--- src/acc_pkg.sv ---
// Package for the comparator control block: offsets, fields, resets.
// Assumes a byte-wide register port, one clock at 20 MHz.
package acc_pkg;

  // Register offsets (byte port addresses)
  localparam logic [7:0] ACC_CSR_OFF   = 8'h28;
  localparam logic [7:0] ACC_SFIO_OFF  = 8'h20;
  localparam logic [7:0] ACC_ADC_OFF   = 8'h06;
  localparam logic [7:0] ACC_AMUX_OFF  = 8'h07;
  localparam logic [7:0] ACC_IMASK_OFF = 8'h30;
  localparam logic [7:0] ACC_ISTAT_OFF = 8'h31;

  // Control and status field positions
  localparam int ACC_OFF_BIT  = 7;
  localparam int ACC_BG_BIT   = 6;
  localparam int ACC_RES_BIT  = 5;
  localparam int ACC_FLAG_BIT = 4;
  localparam int ACC_IE_BIT   = 3;
  localparam int ACC_CAP_BIT  = 2;
  localparam int ACC_MODE_HI  = 1;
  localparam int ACC_MODE_LO  = 0;
  localparam int ACC_NME_BIT  = 3;
  localparam int ACC_CONVERTER_ENABLE_BIT = 7;
  localparam int ACC_CH_HI    = 2;

  // Reset values
  localparam logic [7:0] ACC_CSR_RST  = 8'h00;
  localparam logic [7:0] ACC_SFIO_RST = 8'h00;
  localparam logic [7:0] ACC_ADC_RST  = 8'h00;
  localparam logic [7:0] ACC_AMUX_RST = 8'h00;
  localparam logic [1:0] ACC_IRQ_RST  = 2'h0;

  // Interrupt status bits: edge event, result change
  localparam int ACC_IS_EVT = 0;
  localparam int ACC_IS_CHG = 1;

  // Edge mode encodings
  localparam logic [1:0] ACC_MODE_TOGGLE = 2'h0;
  localparam logic [1:0] ACC_MODE_RSVD   = 2'h1;
  localparam logic [1:0] ACC_MODE_FALL   = 2'h2;
  localparam logic [1:0] ACC_MODE_RISE   = 2'h3;

  // Synchroniser latency bound, in clock cycles
  localparam int ACC_SYNC_MAX_CYC = 2;

endpackage : acc_pkg

--- src/acc_sync.sv ---
// Two-flop synchroniser for the raw comparator output.
// Assumes the input is asynchronous to clk_i.
`timescale 1ns/1ps
`default_nettype none
module acc_sync (
  // Clock and reset
  input  wire logic clk_i,
  input  wire logic rst_b_i,
  // Data
  input  wire logic async_i,
  output logic      sync_o
);

  logic meta_q;
  logic sync_q;

  // First flop feeds only the second
  always_ff @(posedge clk_i or negedge rst_b_i) begin
    if (!rst_b_i) begin
      meta_q <= 1'b0;
      sync_q <= 1'b0;
    end else begin
      meta_q <= async_i;
      sync_q <= meta_q;
    end
  end

  assign sync_o = sync_q;

endmodule : acc_sync
`default_nettype wire

--- src/acc_top.sv ---
// Comparator control: input select, result sync, edge event, capture route.
// Assumes a byte register port with read data one cycle after the strobe,
// and an analog comparator macro outside, steered by the select outputs.
// Functional notes
// Result is high when selected positive input exceeds selected negative.
// Converter channel replaces negative pin only if mux enabled and ADC off.
// Bandgap select one picks bandgap reference for positive input.
// Comparator-off bit one removes comparator power; writable any time.
// Software clears irq enable before changing comparator-off bit.
// Raw result synchronised before readable result bit; 1-2 cycles.
// Event flag sets on result change matching chosen edge mode.
// Event flag clears on vector taken or write one; zero ignored.
// Interrupt request needs flag, enable and global enable together.
// Capture route bit one feeds result to timer capture front end.
// Software sets timer capture mask to get capture interrupt.
// Mode 00 toggle, 01 reserved, 10 falling, 11 rising.
// Software clears irq enable before changing the mode field.
// Converter enable bit is one while converter is on.
// Edge detect compares synchronised result with its previous value.
//
// Local design decision: the strobed register port.
`timescale 1ns/1ps
`default_nettype none
module acc_top
  import acc_pkg::*;
(
  // Clock and reset
  input  wire logic       clk_i,
  input  wire logic       rst_b_i,
  // Register port
  input  wire logic [7:0] addr_i,
  input  wire logic [7:0] wdata_i,
  input  wire logic       wr_i,
  input  wire logic       rd_i,
  output logic      [7:0] rdata_o,
  // Analog comparator macro
  input  wire logic       comp_raw_i,
  output logic            comp_power_o,
  output logic            pos_bandgap_o,
  output logic            neg_channel_en_o,
  output logic      [2:0] neg_channel_o,
  // Converter state
  output logic            converter_on_o,
  // Core interrupt
  input  wire logic       global_irq_en_i,
  input  wire logic       vector_taken_i,
  output logic            compare_irq_o,
  // Timer capture front end
  output logic            capture_route_o,
  output logic            capture_src_o,
  // Summary interrupt
  output logic            irq_o
);

  // Control fields
  logic       comparator_off_q;
  logic       bandgap_select_q;
  logic       compare_event_flag_q;
  logic       compare_irq_enable_q;
  logic       capture_route_enable_q;
  logic [1:0] irq_mode_q;
  logic       negative_mux_enable_q;
  logic       converter_enable_q;
  logic [2:0] channel_select_q;
  logic [1:0] irq_mask_q;
  logic [1:0] irq_stat_q;
  logic [7:0] rdata_q;

  // Synchronised result and its history
  logic compare_result;
  logic result_prev_q;
  logic rise;
  logic fall;
  logic edge_hit;

  // Register write strobes
  function automatic logic wr_hit(input logic [7:0] off);
    wr_hit = wr_i && (addr_i == off);
  endfunction : wr_hit

  // Does a result change match the selected edge mode
  function automatic logic mode_match(input logic [1:0] mode,
                                      input logic       r,
                                      input logic       f);
    case (mode)
      ACC_MODE_TOGGLE: mode_match = r | f;
      ACC_MODE_FALL:   mode_match = f;
      ACC_MODE_RISE:   mode_match = r;
      default:         mode_match = 1'b0; // Reserved code never fires
    endcase
  endfunction : mode_match

  // Raw comparator output into the clock domain
  acc_sync u_sync (
    .clk_i   (clk_i),
    .rst_b_i (rst_b_i),
    .async_i (comp_raw_i),
    .sync_o  (compare_result)
  );

  // Previous synchronised value for edge detection
  always_ff @(posedge clk_i or negedge rst_b_i) begin
    if (!rst_b_i) begin
      result_prev_q <= 1'b0;
    end else begin
      result_prev_q <= compare_result;
    end
  end

  assign rise     = compare_result & ~result_prev_q;
  assign fall     = ~compare_result & result_prev_q;
  assign edge_hit = mode_match(irq_mode_q, rise, fall);

  // Control and status register fields
  always_ff @(posedge clk_i or negedge rst_b_i) begin
    if (!rst_b_i) begin
      comparator_off_q       <= ACC_CSR_RST[ACC_OFF_BIT];
      bandgap_select_q       <= ACC_CSR_RST[ACC_BG_BIT];
      compare_irq_enable_q   <= ACC_CSR_RST[ACC_IE_BIT];
      capture_route_enable_q <= ACC_CSR_RST[ACC_CAP_BIT];
      irq_mode_q             <= ACC_CSR_RST[ACC_MODE_HI:ACC_MODE_LO];
    end else if (wr_hit(ACC_CSR_OFF)) begin
      comparator_off_q       <= wdata_i[ACC_OFF_BIT];
      bandgap_select_q       <= wdata_i[ACC_BG_BIT];
      compare_irq_enable_q   <= wdata_i[ACC_IE_BIT];
      capture_route_enable_q <= wdata_i[ACC_CAP_BIT];
      irq_mode_q             <= wdata_i[ACC_MODE_HI:ACC_MODE_LO];
    end
  end

  // Event flag: set beats both clears
  always_ff @(posedge clk_i or negedge rst_b_i) begin
    if (!rst_b_i) begin
      compare_event_flag_q <= ACC_CSR_RST[ACC_FLAG_BIT];
    end else if (edge_hit) begin
      compare_event_flag_q <= 1'b1;
    end else if (vector_taken_i ||
                 (wr_hit(ACC_CSR_OFF) && wdata_i[ACC_FLAG_BIT])) begin
      compare_event_flag_q <= 1'b0;
    end
  end

  // Multiplexer enable and converter control bits
  always_ff @(posedge clk_i or negedge rst_b_i) begin
    if (!rst_b_i) begin
      negative_mux_enable_q <= ACC_SFIO_RST[ACC_NME_BIT];
      converter_enable_q    <= ACC_ADC_RST[ACC_CONVERTER_ENABLE_BIT];
      channel_select_q      <= ACC_AMUX_RST[ACC_CH_HI:0];
    end else begin
      if (wr_hit(ACC_SFIO_OFF)) begin
        negative_mux_enable_q <= wdata_i[ACC_NME_BIT];
      end
      if (wr_hit(ACC_ADC_OFF)) begin
        converter_enable_q <= wdata_i[ACC_CONVERTER_ENABLE_BIT];
      end
      if (wr_hit(ACC_AMUX_OFF)) begin
        channel_select_q <= wdata_i[ACC_CH_HI:0];
      end
    end
  end

  // Summary interrupt: mask and sticky status, write one to clear
  always_ff @(posedge clk_i or negedge rst_b_i) begin
    if (!rst_b_i) begin
      irq_mask_q <= ACC_IRQ_RST;
      irq_stat_q <= ACC_IRQ_RST;
    end else begin
      if (wr_hit(ACC_IMASK_OFF)) begin
        irq_mask_q <= wdata_i[1:0];
      end
      // Set wins over a clear in the same cycle
      irq_stat_q <= (irq_stat_q &
                     ~(wr_hit(ACC_ISTAT_OFF) ? wdata_i[1:0] : 2'h0)) |
                    {rise | fall, edge_hit};
    end
  end

  // Read data, one cycle after the strobe; unmapped reads zero
  always_ff @(posedge clk_i or negedge rst_b_i) begin
    if (!rst_b_i) begin
      rdata_q <= 8'h00;
    end else if (rd_i) begin
      if (addr_i == ACC_CSR_OFF) begin
        rdata_q <= {comparator_off_q, bandgap_select_q, compare_result,
                    compare_event_flag_q, compare_irq_enable_q,
                    capture_route_enable_q, irq_mode_q};
      end else if (addr_i == ACC_SFIO_OFF) begin
        rdata_q <= {4'h0, negative_mux_enable_q, 3'h0};
      end else if (addr_i == ACC_ADC_OFF) begin
        rdata_q <= {converter_enable_q, 7'h00};
      end else if (addr_i == ACC_AMUX_OFF) begin
        rdata_q <= {5'h00, channel_select_q};
      end else if (addr_i == ACC_IMASK_OFF) begin
        rdata_q <= {6'h00, irq_mask_q};
      end else if (addr_i == ACC_ISTAT_OFF) begin
        rdata_q <= {6'h00, irq_stat_q};
      end else begin
        rdata_q <= 8'h00;
      end
    end else begin
      rdata_q <= 8'h00;
    end
  end

  assign rdata_o = rdata_q;

  // Analog steering; the macro itself does the comparison
  assign comp_power_o     = ~comparator_off_q;
  assign pos_bandgap_o    = bandgap_select_q;
  assign neg_channel_en_o = negative_mux_enable_q & ~converter_enable_q;
  assign neg_channel_o    = channel_select_q;
  assign converter_on_o   = converter_enable_q;

  // Core request; software owns enable sequencing around mode changes
  assign compare_irq_o = compare_event_flag_q & compare_irq_enable_q &
                         global_irq_en_i;

  // Capture route: gated so no path exists while disabled
  assign capture_route_o = capture_route_enable_q;
  assign capture_src_o   = compare_result & capture_route_enable_q;

  assign irq_o = |(irq_stat_q & irq_mask_q);

  // Assertions
  a_irq_needs_all:
  assert property (@(posedge clk_i) disable iff (!rst_b_i)
    compare_irq_o |-> (compare_event_flag_q && compare_irq_enable_q &&
                       global_irq_en_i))
    else $error("compare irq without flag and enables");

  a_irq_when_all:
  assert property (@(posedge clk_i) disable iff (!rst_b_i)
    (compare_event_flag_q && compare_irq_enable_q && global_irq_en_i)
      |-> compare_irq_o)
    else $error("compare irq missing");

  a_flag_on_rise:
  assert property (@(posedge clk_i) disable iff (!rst_b_i)
    (irq_mode_q == ACC_MODE_RISE && !result_prev_q && compare_result)
      |=> compare_event_flag_q)
    else $error("rising edge did not set flag");

  a_flag_on_fall:
  assert property (@(posedge clk_i) disable iff (!rst_b_i)
    (irq_mode_q == ACC_MODE_FALL && $fell(compare_result))
      |=> compare_event_flag_q)
    else $error("falling edge did not set flag");

  a_rsvd_no_set:
  assert property (@(posedge clk_i) disable iff (!rst_b_i)
    (irq_mode_q == ACC_MODE_RSVD && !compare_event_flag_q)
      |=> !compare_event_flag_q)
    else $error("reserved mode set flag");

  a_flag_clear_vec:
  assert property (@(posedge clk_i) disable iff (!rst_b_i)
    (vector_taken_i && !edge_hit) |=> !compare_event_flag_q)
    else $error("vector did not clear flag");

  a_flag_write_zero:
  assert property (@(posedge clk_i) disable iff (!rst_b_i)
    (compare_event_flag_q && !vector_taken_i && wr_hit(ACC_CSR_OFF) &&
     !wdata_i[ACC_FLAG_BIT]) |=> compare_event_flag_q)
    else $error("writing zero cleared flag");

  a_sync_latency:
  assert property (@(posedge clk_i) disable iff (!rst_b_i)
    (comp_raw_i && $past(comp_raw_i)) |=> compare_result)
    else $error("result not synchronised in two cycles");

  a_neg_mux_sel:
  assert property (@(posedge clk_i) disable iff (!rst_b_i)
    neg_channel_en_o |-> (negative_mux_enable_q && !converter_enable_q))
    else $error("channel used while converter on");

  a_capture_gate:
  assert property (@(posedge clk_i) disable iff (!rst_b_i)
    !capture_route_enable_q |-> !capture_src_o)
    else $error("capture fed while route off");

  a_power_off:
  assert property (@(posedge clk_i) disable iff (!rst_b_i)
    (wr_hit(ACC_CSR_OFF) && wdata_i[ACC_OFF_BIT]) |=> !comp_power_o)
    else $error("comparator still powered");

  // Synchroniser and edge history; a low raw level needs two edges too
  a_sync_fall:
  assert property (@(posedge clk_i) disable iff (!rst_b_i)
    (!comp_raw_i && !$past(comp_raw_i)) |=> !compare_result)
    else $error("low result not synchronised in two cycles");

  a_prev_tracks:
  assert property (@(posedge clk_i) disable iff (!rst_b_i)
    result_prev_q == $past(compare_result))
    else $error("edge history lags the synchronised result");

  // Event flag set and clear paths
  a_flag_on_toggle:
  assert property (@(posedge clk_i) disable iff (!rst_b_i)
    (irq_mode_q == ACC_MODE_TOGGLE && (compare_result != result_prev_q))
      |=> compare_event_flag_q)
    else $error("toggle did not set flag");

  a_flag_needs_edge:
  assert property (@(posedge clk_i) disable iff (!rst_b_i)
    (!compare_event_flag_q && !edge_hit) |=> !compare_event_flag_q)
    else $error("flag set without a matching edge");

  a_flag_write_one:
  assert property (@(posedge clk_i) disable iff (!rst_b_i)
    (wr_hit(ACC_CSR_OFF) && wdata_i[ACC_FLAG_BIT] && !edge_hit)
      |=> !compare_event_flag_q)
    else $error("writing one did not clear flag");

  // Register port: data stand only after a read strobe
  a_rdata_idle_zero:
  assert property (@(posedge clk_i) disable iff (!rst_b_i)
    !rd_i |=> (rdata_o == 8'h00))
    else $error("read data without a read strobe");

  a_result_readback:
  assert property (@(posedge clk_i) disable iff (!rst_b_i)
    (rd_i && addr_i == ACC_CSR_OFF)
      |=> (rdata_o[ACC_RES_BIT] == $past(compare_result)))
    else $error("result bit readback wrong");

  // Analog steering follows the control writes
  a_bandgap_write:
  assert property (@(posedge clk_i) disable iff (!rst_b_i)
    wr_hit(ACC_CSR_OFF) |=> (pos_bandgap_o == $past(wdata_i[ACC_BG_BIT])))
    else $error("bandgap select does not follow write");

  a_power_on:
  assert property (@(posedge clk_i) disable iff (!rst_b_i)
    (wr_hit(ACC_CSR_OFF) && !wdata_i[ACC_OFF_BIT]) |=> comp_power_o)
    else $error("comparator not powered after enable");

  a_chan_used:
  assert property (@(posedge clk_i) disable iff (!rst_b_i)
    (negative_mux_enable_q && !converter_enable_q)
      |-> (neg_channel_en_o && (neg_channel_o == channel_select_q)))
    else $error("channel not used while mux on and converter off");

  a_conv_on_write:
  assert property (@(posedge clk_i) disable iff (!rst_b_i)
    wr_hit(ACC_ADC_OFF)
      |=> (converter_on_o == $past(wdata_i[ACC_CONVERTER_ENABLE_BIT])))
    else $error("converter enable does not follow write");

  // Capture route and summary status
  a_capture_follow:
  assert property (@(posedge clk_i) disable iff (!rst_b_i)
    capture_route_enable_q |-> (capture_src_o == compare_result))
    else $error("capture source does not follow result");

  a_stat_set_wins:
  assert property (@(posedge clk_i) disable iff (!rst_b_i)
    (edge_hit && wr_hit(ACC_ISTAT_OFF) && wdata_i[ACC_IS_EVT])
      |=> irq_stat_q[ACC_IS_EVT])
    else $error("status clear beat a new event");

endmodule : acc_top
`default_nettype wire

--- config.mk ---
export PLATFORM = sky130hd
export DESIGN_NAME = acc_top
export DESIGN_NICKNAME = d
export VERILOG_FILES = /design/src/acc_pkg.sv /design/src/acc_sync.sv /design/src/acc_top.sv
export SDC_FILE = /design/constraint.sdc
export NUM_CORES = 1
export LEC_CHECK = 0
export ABC_AREA = 1
export BUFFER_PORTS_ARGS = -buffer_cell sky130_fd_sc_hd__buf_2
export CORE_ASPECT_RATIO = 0.8
export CORE_UTILIZATION = 53
export CTS_BUF_LIST = sky130_fd_sc_hd__clkbuf_16
export CTS_CLUSTER_SIZE = 10
export DETAILED_ROUTE_END_ITERATION = 8
export PLACE_DENSITY_LB_ADDON = 0.25
export SLEW_MARGIN = 10
export SYNTH_ARGS = -nofsm -noshare
export SYNTH_HDL_FRONTEND = slang
export SYNTH_SLANG_ARGS = --single-unit
--- constraint.sdc ---
create_clock -name clk_i -period 2 [get_ports clk_i]
set_input_delay 0.3 -clock clk_i [delete_from_list [all_inputs] [get_ports clk_i]]
set_output_delay 0.3 -clock clk_i [all_outputs]
set_load 0.005 [all_outputs]
==> impl_metrics.toml, run 1 <==
[clock_tree]
h-tree-depth = 1
post_cts_buffers = 0
cts_max_path_buffers = 2
cts_resized = 0
clock_latency_ns = 0.26
tritoncts = "built"
clkSlewWorstSetupHoldPaths_ns = 0.06
cts.sinks = 27
clockRootBuffer = "clkbuf_16"
postCtsHoldBufs = 0
cts-buffers-inserted = 3

[grt]
grt_pass1_vias = 958
grt_start_max_net_pins = 28
track_usage_pct = 21.8
grt_pass1_wl_um = 4120
antenna_found_initial = 0
grt_overflow = 0

[worst_setup_path]
arrival_ns = 1.02
required_ns = 1.70
crit_type = "reg2out"
cp-start-kind = "flop"
end_kind = "output pin"
path_max_fanout = 3
worst_r2r_path_depth = 6
rr_endpoint = "compare_event_flag_q"
r2r-start = "u_sync.sync_o"
reg2reg_slack_ns = 0.78

[synthesis]
syn_area_per_cell_um2 = 8.45
ys_seq_area_share_pct = 51.6
syn_nets = 180
ys_seq_elements = 27
synth_top_area_share_pct = 51.6
yosys.area.top_type = "dfrtp_1"
yosys_warnings = 0
syn-cell-area_mm2 = 0.00131
synth_area_leaders = "dfrtp_1 52%, nand2_1 11%, inv_1 5.7%"
yosysUniqueCellTypes = 20
postSynthCellCount = 155

[cells_and_area]
mostFrequentLayoutCells = "40 x nand2_1, 40 x buf_2, 27 x dfrtp_1"
nets = 225
area_growth_pct = 23.7
drive_above_1_share_pct = 30.2
num_antenna_cells = 0

[detailed_routing]
wl_per_cell_um = 11.5
totalWireLength_um = 2570
drtIter0Drc = 58
drc = 5
via_per_inst = 5.12
first_pass_iters = 9
vias = 1146
final_antenna_net_count = 0

[die]
floorplan.initialDensity_pct = 58.2
fp-row-count = 15
die_width_um = 57.6
io_pins = 42
die_height_um = 46.5
die_area_mm2 = 0.00268
core_area_mm2 = 0.00225

[run_status]
violations = "DRC"
status = "complete, but fails checks"

[sta]
tightest_slew_ns = 0.572
fin_skew_ns = 0.00132
setup_viol_count_final = 0
timing.final.crit_share_pct = 66.0
min_period_ns = 1.32
final_max_slew_viol_count = 0
setup_tns_ns = 0
max-slew-margin-rel_pct = 61.8
whs_ns = 0.0319
rsz0062_at_grt = "false"
fmax_mhz = 758
hold_violations = 0

[power_and_ir_drop]
p_total_mw = 1.14
max-vdd-ir-drop_mv = 0.731
p_leak_nw = 0.906
power.density_mw_per_mm2 = 704

[job]
max_cap_viol_count = 0

[min_path]
hp-class = "in2async"

[placement]
portBuffers = 40
routabilityCongestion = 0.809
post-dp-hpwl_um = 2000
==> worst max-delay path: stages (launching register included) <==
cell     delay (ns)
dfrtp_1        0.39
a22o_1         0.24
buf_2          0.12
==> cells in the mapped netlist, drive strengths merged <==
cell	instances
and2	1
inv	22
nor3	1
nand4	4
ha	2
nand2	44
a21oi	2
dfrtp	27
o21ai	13
nand3	13
o21a	2
a22o	1
nor2	23
==> where the power goes <==
group	internal [mW]	leakage [nW]	switching, mW
combinational	0.0480	0.528	0.0729
sequential	0.568	0.336	0.0144
clock	0.267	0.0423	0.169
==> kinds of logic after synthesis <==
| kind of cell | share of synthesized area [%] |
|---|---|
| AOI/OAI and AO/OA | 8.12 |
| adders and majority gates | 1.91 |
| buffers and inverters | 6.30 |
| DFF | 51.6 |
| and+or+nand+nor | 32.1 |
==> per-layer routing <==
metal  routed length, um  up-vias  share of wire [%]  track usage [%]
met1                1120      532                 44             25.8
met2                1240       33                 48             37.4
met4                  36        0                1.4             9.27
met5                   0        -                  0                0
li1                    -      577                  -                -
met3                 169        4                6.6             7.02
==> worst max path at each step <==
| stage | startpoint | end | slack (ns) | cells past startpoint |
|---|---|---|---|---|
| after CTS | irq_mask_q[1] | irq_o | 0.69 | 2 |
| final | irq_mask_q[1] | irq_o | 0.68 | 2 |
| after floorplan | addr_i[6] | compare_event_flag_q | 0.90 | 8 |
| after global placement | addr_i[4] | compare_event_flag_q | 0.70 | 9 |
| after detailed placement | addr_i[6] | compare_event_flag_q | 0.68 | 9 |
| after global routing | irq_mask_q[1] | irq_o | 0.66 | 2 |
==> state kept, by name, summed over array words and instances (netlist names), 2 cells and up <==
signal         flops
irq_mode_q         2
neg_channel_o      3
irq_mask_q         2
rdata_o            8
irq_stat_q         2
==> metrics by stage <==
| stage | cells | worst slack, ns | instance area, um^2 | utilization (%) |
|---|---|---|---|---|
| floorplan | 155 | 0.903 | 1310 | - |
| global placement | 220 | 0.701 | 1540 | 68.4 |
| detailed placement | 220 | 0.679 | 1540 | 68.4 |
| CTS | 224 | 0.688 | 1620 | 71.9 |
| global route | 224 | 0.664 | 1620 | 71.9 |
| finish | 224 | 0.681 | 1620 | 71.9 |
==> layout make-up <==
class,count,area (um^2)
Clock buffer,3,75.1
Clock inverter,1,3.75
Fill cell,172,632
Inverter,22,82.6
Multi-Input combinational cell,106,552
Sequential cell,27,676
Tap cell,25,31.3
Timing Repair Buffer,40,200
Power figures use the tool's default switching activity.
==> inputs of run 2 (changes only) <==
--- a/config.mk
+++ b/config.mk
@@ -5,10 +5,10 @@
 export SDC_FILE = /design/constraint.sdc
 export NUM_CORES = 1
 export LEC_CHECK = 0
-export ABC_AREA = 1
+export ABC_AREA = 0
 export BUFFER_PORTS_ARGS = -buffer_cell sky130_fd_sc_hd__buf_2
 export CORE_ASPECT_RATIO = 0.8
-export CORE_UTILIZATION = 53
+export CORE_UTILIZATION = 49
 export CTS_BUF_LIST = sky130_fd_sc_hd__clkbuf_16
 export CTS_CLUSTER_SIZE = 10
 export DETAILED_ROUTE_END_ITERATION = 8
==> constraint.sdc (replaced) <==
create_clock -name clk_i -period 1.3 [get_ports clk_i]
set_input_delay 0.195 -clock clk_i [delete_from_list [all_inputs] [get_ports clk_i]]
set_output_delay 0.195 -clock clk_i [all_outputs]
set_load 0.005 [all_outputs]
==> run 2 against run 1 <==
Against the previous run: the run now ends clean; die area up 2.3%; non-clock buffer count up 15; wire length up 7.5%; synthesized area down 5.3%; critical path depth up 1; via count down 15%; worst setup slack worse by 0.63 ns; core utilization up 2.5 points.
==> impl_metrics.toml, run 2 <==
[synthesis]
synth-xor-area-share_pct = 0
synth-compound-area-share_pct = 7.06
synth_most_common_cell = "dfrtp_1"
syn_area_per_cell_um2 = 13.1
synth_mux_area_share_pct = 15.7
synth_edf_count = 0
synth_top_family_by_area = "simple AND/OR/NAND/NOR gates"
synth_top_area_share_pct = 54.5
yosys_warnings = 0
synth_fa_ha_area_share_pct = 2.02
ys_seq_area_share_pct = 54.5
ys.flop_type = "dfrtp_1"
yosysUniqueCellTypes = 29
syn_nets = 120
yosys.area.top_type = "dfrtp_1"
postSynthCellCount = 95
ys_seq_elements = 27
yosys.area_share.simple_pct = 18.9
ys_async_sr_fraction_pct = 100
synth_area_leaders = "dfrtp_1 54%, mux2_2 11%, mux2i_1 2.4%"
syn-cell-area_mm2 = 0.00124
yosys-top-cells-count = "27 x dfrtp_1, 12 x mux2_2, 8 x nand2_1"

[grt]
busiest_layer = "met2"
use_met1_pct = 27.8
grt_pass1_wl_um = 4440
track_usage_pct = 23.2
grt_start_max_net_pins = 28
antenna_found_initial = 0
grtUsageMet3_pct = 7.71
grt_overflow = 0
grt_util_met2_pct = 42.3
grt_pass1_vias = 970

[power_and_ir_drop]
pwr-share-clk_pct = 39.9
internal_power_mw = 1.39
power.density_mw_per_mm2 = 1070
switching_power_mw = 0.410
swShare_pct = 22.7
p_total_mw = 1.80
combPwrFrac_pct = 10.7
max-vdd-ir-drop_mv = 0.884
p_leak_nw = 0.890
seqPwrFrac_pct = 49.5

[worst_setup_path]
worst_r2r_path_depth = 5
end_kind = "output pin"
arrival_ns = 1.06
path_max_fanout = 3
required_ns = 1.11
crit_type = "reg2out"
cp-start-kind = "flop"

[cells_and_area]
num_antenna_cells = 0
final_common_cell = "buf_2"
multiInputGateArea_um2 = 558
drive_above_1_share_pct = 54.2
area_growth_pct = 36.3
largest_reg_flops = 8
fillers = 171
register_area_um2 = 676
nets = 179
mostFrequentLayoutCells = "40 x buf_2, 27 x dfrtp_1, 14 x buf_4"

[clock_tree]
clockRootBuffer = "clkbuf_16"
clock_latency_ns = 0.26
cts_max_path_buffers = 2
cts.sinks = 27
tritoncts = "built"
clkSlewWorstSetupHoldPaths_ns = 0.07
h-tree-depth = 1
cts-buffers-inserted = 3

[die]
die_width_um = 58.2
core_area_mm2 = 0.00227
io_pins = 42
fp-row-count = 15
floorplan.initialDensity_pct = 54.6
die_height_um = 47.0
die_area_mm2 = 0.00274

[sta]
whs_ns = 0.0331
setup_viol_count_final = 0
tightest_slew_ns = 0.572
fmax_mhz = 797
min_period_ns = 1.25
fin_skew_ns = 0.00380
hold_violations = 0
rsz0062_at_grt = "false"
max-slew-margin-rel_pct = 61.8
setup_tns_ns = 0
final_max_slew_viol_count = 0
timing.final.crit_share_pct = 96.5

[detailed_routing]
via_per_inst = 5.19
vias = 971
totalWireLength_um = 2760
drtIter0Drc = 10
wl_per_cell_um = 14.8
drc = 0
first_pass_iters = 4
final_antenna_net_count = 0

[run_status]
status = "complete, no violations"

[job]
max_cap_viol_count = 0

[placement]
portBuffers = 40
post-dp-hpwl_um = 2130
routabilityCongestion = 0.868

[min_path]
hold_depth = 1
hp-class = "in2reg"
-- run 2: cell count changes after synthesis, moves of 3 or more --
cell,delta
mux2i_1,+3
nand3_1,-9
o21ai_0,-5
o2bb2ai_1,+3
nand4_1,-3
inv_1,-16
and2_1,+3
mux2_2,+12
nand2_1,-32
nor2_1,-14
nor2_4,-5
nand2_2,-4
-- run 2: worst paths after layout --
path	startpoint	endpoint	slack [ns]
worst max-delay path	u_sync.sync_o	capture_src_o	0.05
worst min-delay path	comp_raw_i	u_sync.meta_q	0.03
worst max register to register	u_sync.sync_o	compare_event_flag_q	0.07
worst min register to register	u_sync.meta_q	u_sync.sync_o	0.35
max in group asynchronous	rst_b_i	converter_on_o	0.46
min in group asynchronous	rst_b_i	rdata_o[7]	0.46
-- run 2: area by class of cell --
cell class                 count  share of cell area, %
clock buffer                   3                   4.44
clock inverter                 1                  0.518
inverter                       4                  0.888
multi-input combinational     63                   33.0
sequential                    27                   40.0
tap                           34                   2.52
timing repair buffer          55                   18.7
-- run 2: power by group through the flow --
stage                     registers [mW]  clock network [mW]  logic, mW
after floorplan                    0.900                   0     0.0700
after global placement             0.903                   0      0.175
after detailed placement           0.905                   0      0.182
after CTS                          0.890               0.731      0.189
after global routing               0.894               0.756      0.212
final                              0.891               0.718      0.192
-- run 2: metrics by stage --
step	instances	instance area [um^2]	worst slack (ns)	utilization, %
finish	187	1690	0.0459	74.4
global route	187	1690	0.00744	74.4
CTS	187	1680	0.00635	73.9
detailed placement	182	1580	-0.141	69.6
global placement	182	1580	-0.127	69.6
floorplan	95	1240	0.00618	-
-- run 2: logic make-up (layout without fill, tap and decap cells) --
| family | count (synthesis) | in the layout |
|---|---|---|
| AND/OR/NAND/NOR | 32 | 32 |
| flip-flops | 27 | 27 |
| AO/OA/AOI/OAI | 12 | 12 |
| buffers and inverters | 5 | 63 |
| multiplexers | 17 | 17 |
| adder cells (fa/ha/maj) | 2 | 2 |
-- run 2: worst max-delay path, stage by stage (launching register included) --
cell	delay, ns
dfrtp_1	0.41
buf_4	0.14
and2_1	0.13
buf_2	0.12
-- run 2: repair_timing --
action,CTS,global route
endpoints found under the hold margin,27,0
cloned,0,0
pin swaps,0,1
endpoints found under the setup margin,2,2
gates resized for setup,1,3
buffers inserted,0,0
hold buffers,1,0
-- run 2: layer usage --
| metal | part of all wire [%] | routed length (um) |
|---|---|---|
| met5 | 0 | 0 |
| met4 | 1.2 | 32 |
| met3 | 5.9 | 164 |
| met2 | 50 | 1390 |
| met1 | 42 | 1170 |
==> inputs of run 3 (changes only) <==
--- a/config.mk
+++ b/config.mk
@@ -8,7 +8,8 @@
 export ABC_AREA = 0
 export BUFFER_PORTS_ARGS = -buffer_cell sky130_fd_sc_hd__buf_2
 export CORE_ASPECT_RATIO = 0.8
-export CORE_UTILIZATION = 49
+export CORE_MARGIN = 3
+export CORE_UTILIZATION = 40
 export CTS_BUF_LIST = sky130_fd_sc_hd__clkbuf_16
 export CTS_CLUSTER_SIZE = 10
 export DETAILED_ROUTE_END_ITERATION = 8
==> run 3 against run 2 <==
Against the previous run: design area is 0.44% higher; combinational power is essentially flat; worst hold slack better by 0.0018 ns; sequential power hardly changed; first-iteration DRC count rose to 3.4 times the previous value; critical endpoint is now compare_event_flag_q; largest power group unchanged; highest routed layer unchanged.
==> impl_metrics.toml, run 3 (synthesized netlist as in run 2, its figures left out) <==
[placement]
post-dp-hpwl_um = 2030
portBuffers = 40
numPlacedInstances = 185
routabilityCongestion = 0.765

[cells_and_area]
multiInputGateArea_um2 = 562
register_area_um2 = 676
final_common_cell = "buf_2"
mostFrequentLayoutCells = "40 x buf_2, 27 x dfrtp_1, 14 x buf_4"
nets = 179
largest_reg_flops = 8
area_growth_pct = 36.9
drive_above_1_share_pct = 54.2
num_antenna_cells = 0
fillers = 260
instances_no_fill = 191

[clock_tree]
clkSlewWorstSetupHoldPaths_ns = 0.07
cts.sinks = 27
tritoncts = "built"
cts-buffers-inserted = 3
clock_latency_ns = 0.26
cts_max_path_buffers = 2
h-tree-depth = 1
clockRootBuffer = "clkbuf_16"

[die]
die_area_mm2 = 0.00381
core_area_mm2 = 0.00285
floorplan.initialDensity_pct = 43.5
fp-row-count = 17
die_height_um = 55.8
die_width_um = 68.2
io_pins = 42

[worst_setup_path]
path_max_fanout = 4
arrival_ns = 1.38
required_ns = 1.45
crit_type = "reg2reg"
reg2reg_slack_ns = 0.07
cp-start-kind = "flop"
end_kind = "flop"

[detailed_routing]
met1Wirelength_um = 1310
final_antenna_net_count = 0
vias = 939
drtIter0Drc = 34
route.met2.wl_um = 1140
top_layer_used = "met4"
first_pass_iters = 4
totalWireLength_um = 2670
route.met3.wl_um = 201
drc = 0
via_per_inst = 4.92
wl_per_cell_um = 14.0

[power_and_ir_drop]
swShare_pct = 22.7
switching_power_mw = 0.407
pwr-share-clk_pct = 39.7
seqPwrFrac_pct = 49.7
internal_power_mw = 1.39
p_total_mw = 1.79
power.density_mw_per_mm2 = 1060
p_leak_nw = 0.888
combPwrFrac_pct = 10.6
max-vdd-ir-drop_mv = 0.682

[sta]
final_max_slew_viol_count = 0
fmax_mhz = 816
rsz0062_at_grt = "false"
tightest_slew_ns = 0.606
timing.final.crit_share_pct = 94.3
hold_violations = 0
setup_viol_count_final = 0
fin_skew_ns = 0.00199
max-slew-margin-rel_pct = 59.6
min_period_ns = 1.23
whs_ns = 0.0349

[job]
max_cap_viol_count = 0

[grt]
grt_start_max_net_pins = 28
grt_pass1_wl_um = 4360
grt_pass1_vias = 932
track_usage_pct = 15.4
antenna_found_initial = 0
grt_overflow = 0

[min_path]
hp-class = "in2reg"

[run_status]
status = "complete, no violations"
run 3: path summary, 6_finish.rpt:
| path | startpoint | to | cells past startpoint |
|---|---|---|---|
| max in group asynchronous | rst_b_i | converter_on_o | 2 |
| setup / recovery | u_sync.sync_o | compare_event_flag_q | 5 |
| hold / removal | comp_raw_i | u_sync.meta_q | 1 |
| min in group asynchronous | rst_b_i | rdata_o[3] | 2 |
| hold reg to reg | u_sync.meta_q | u_sync.sync_o | 0 |
| setup reg to reg | u_sync.sync_o | compare_event_flag_q | 5 |
run 3: stage by stage:
step	setup TNS (ns)	util (%)	instance area, um^2	setup slack, ns
3_3_place_gp	-1.38	55.4	1580	-0.130
4_1_cts	0	58.7	1670	0.0114
3_5_place_dp	-1.72	55.4	1580	-0.182
2_1_floorplan	0	-	1240	0.00618
5_1_grt	0	59.6	1700	0.00116
6_report	0	59.6	1700	0.0740
run 3: layout make-up:
class,instances,share of cell area (%)
Clock buffer,3,4.42
Timing Repair Buffer,55,18.6
Clock inverter,1,0.442
Tap cell,38,2.80
Inverter,4,0.884
Multi-Input combinational cell,63,33.1
Sequential cell,27,39.8
run 3: per-layer routing:
layer / GRT usage (%) / vias up
li1: - / 464
met1: 21.6 / 442
met2: 22.5 / 31
met3: 5.05 / 2
met4: 4.25 / 0
met5: 0 / -
run 3: worst max-delay path, cell delays in order, from the launching register on:
cell,delay [ns]
dfrtp_1,0.40
inv_2,0.05
ha_1,0.19
mux2_4,0.28
a21oi_4,0.14
nand2_1,0.06
run 3: timing repair:
action | in CTS | in global routing
hold buffers | 1 | 0
resized for setup | 1 | 4
pin swaps | 0 | 1
endpoints found under the setup margin | 2 | 2
endpoints found under the hold margin | 27 | 0
setup buffers | 0 | 1
run 3: power groups by stage:
stage | logic (mW) | registers, mW | clock network [mW]
after global placement | 0.175 | 0.903 | 0
after floorplan | 0.0700 | 0.900 | 0
after CTS | 0.184 | 0.889 | 0.718
after global routing | 0.213 | 0.894 | 0.768
final | 0.191 | 0.890 | 0.711
after detailed placement | 0.180 | 0.905 | 0
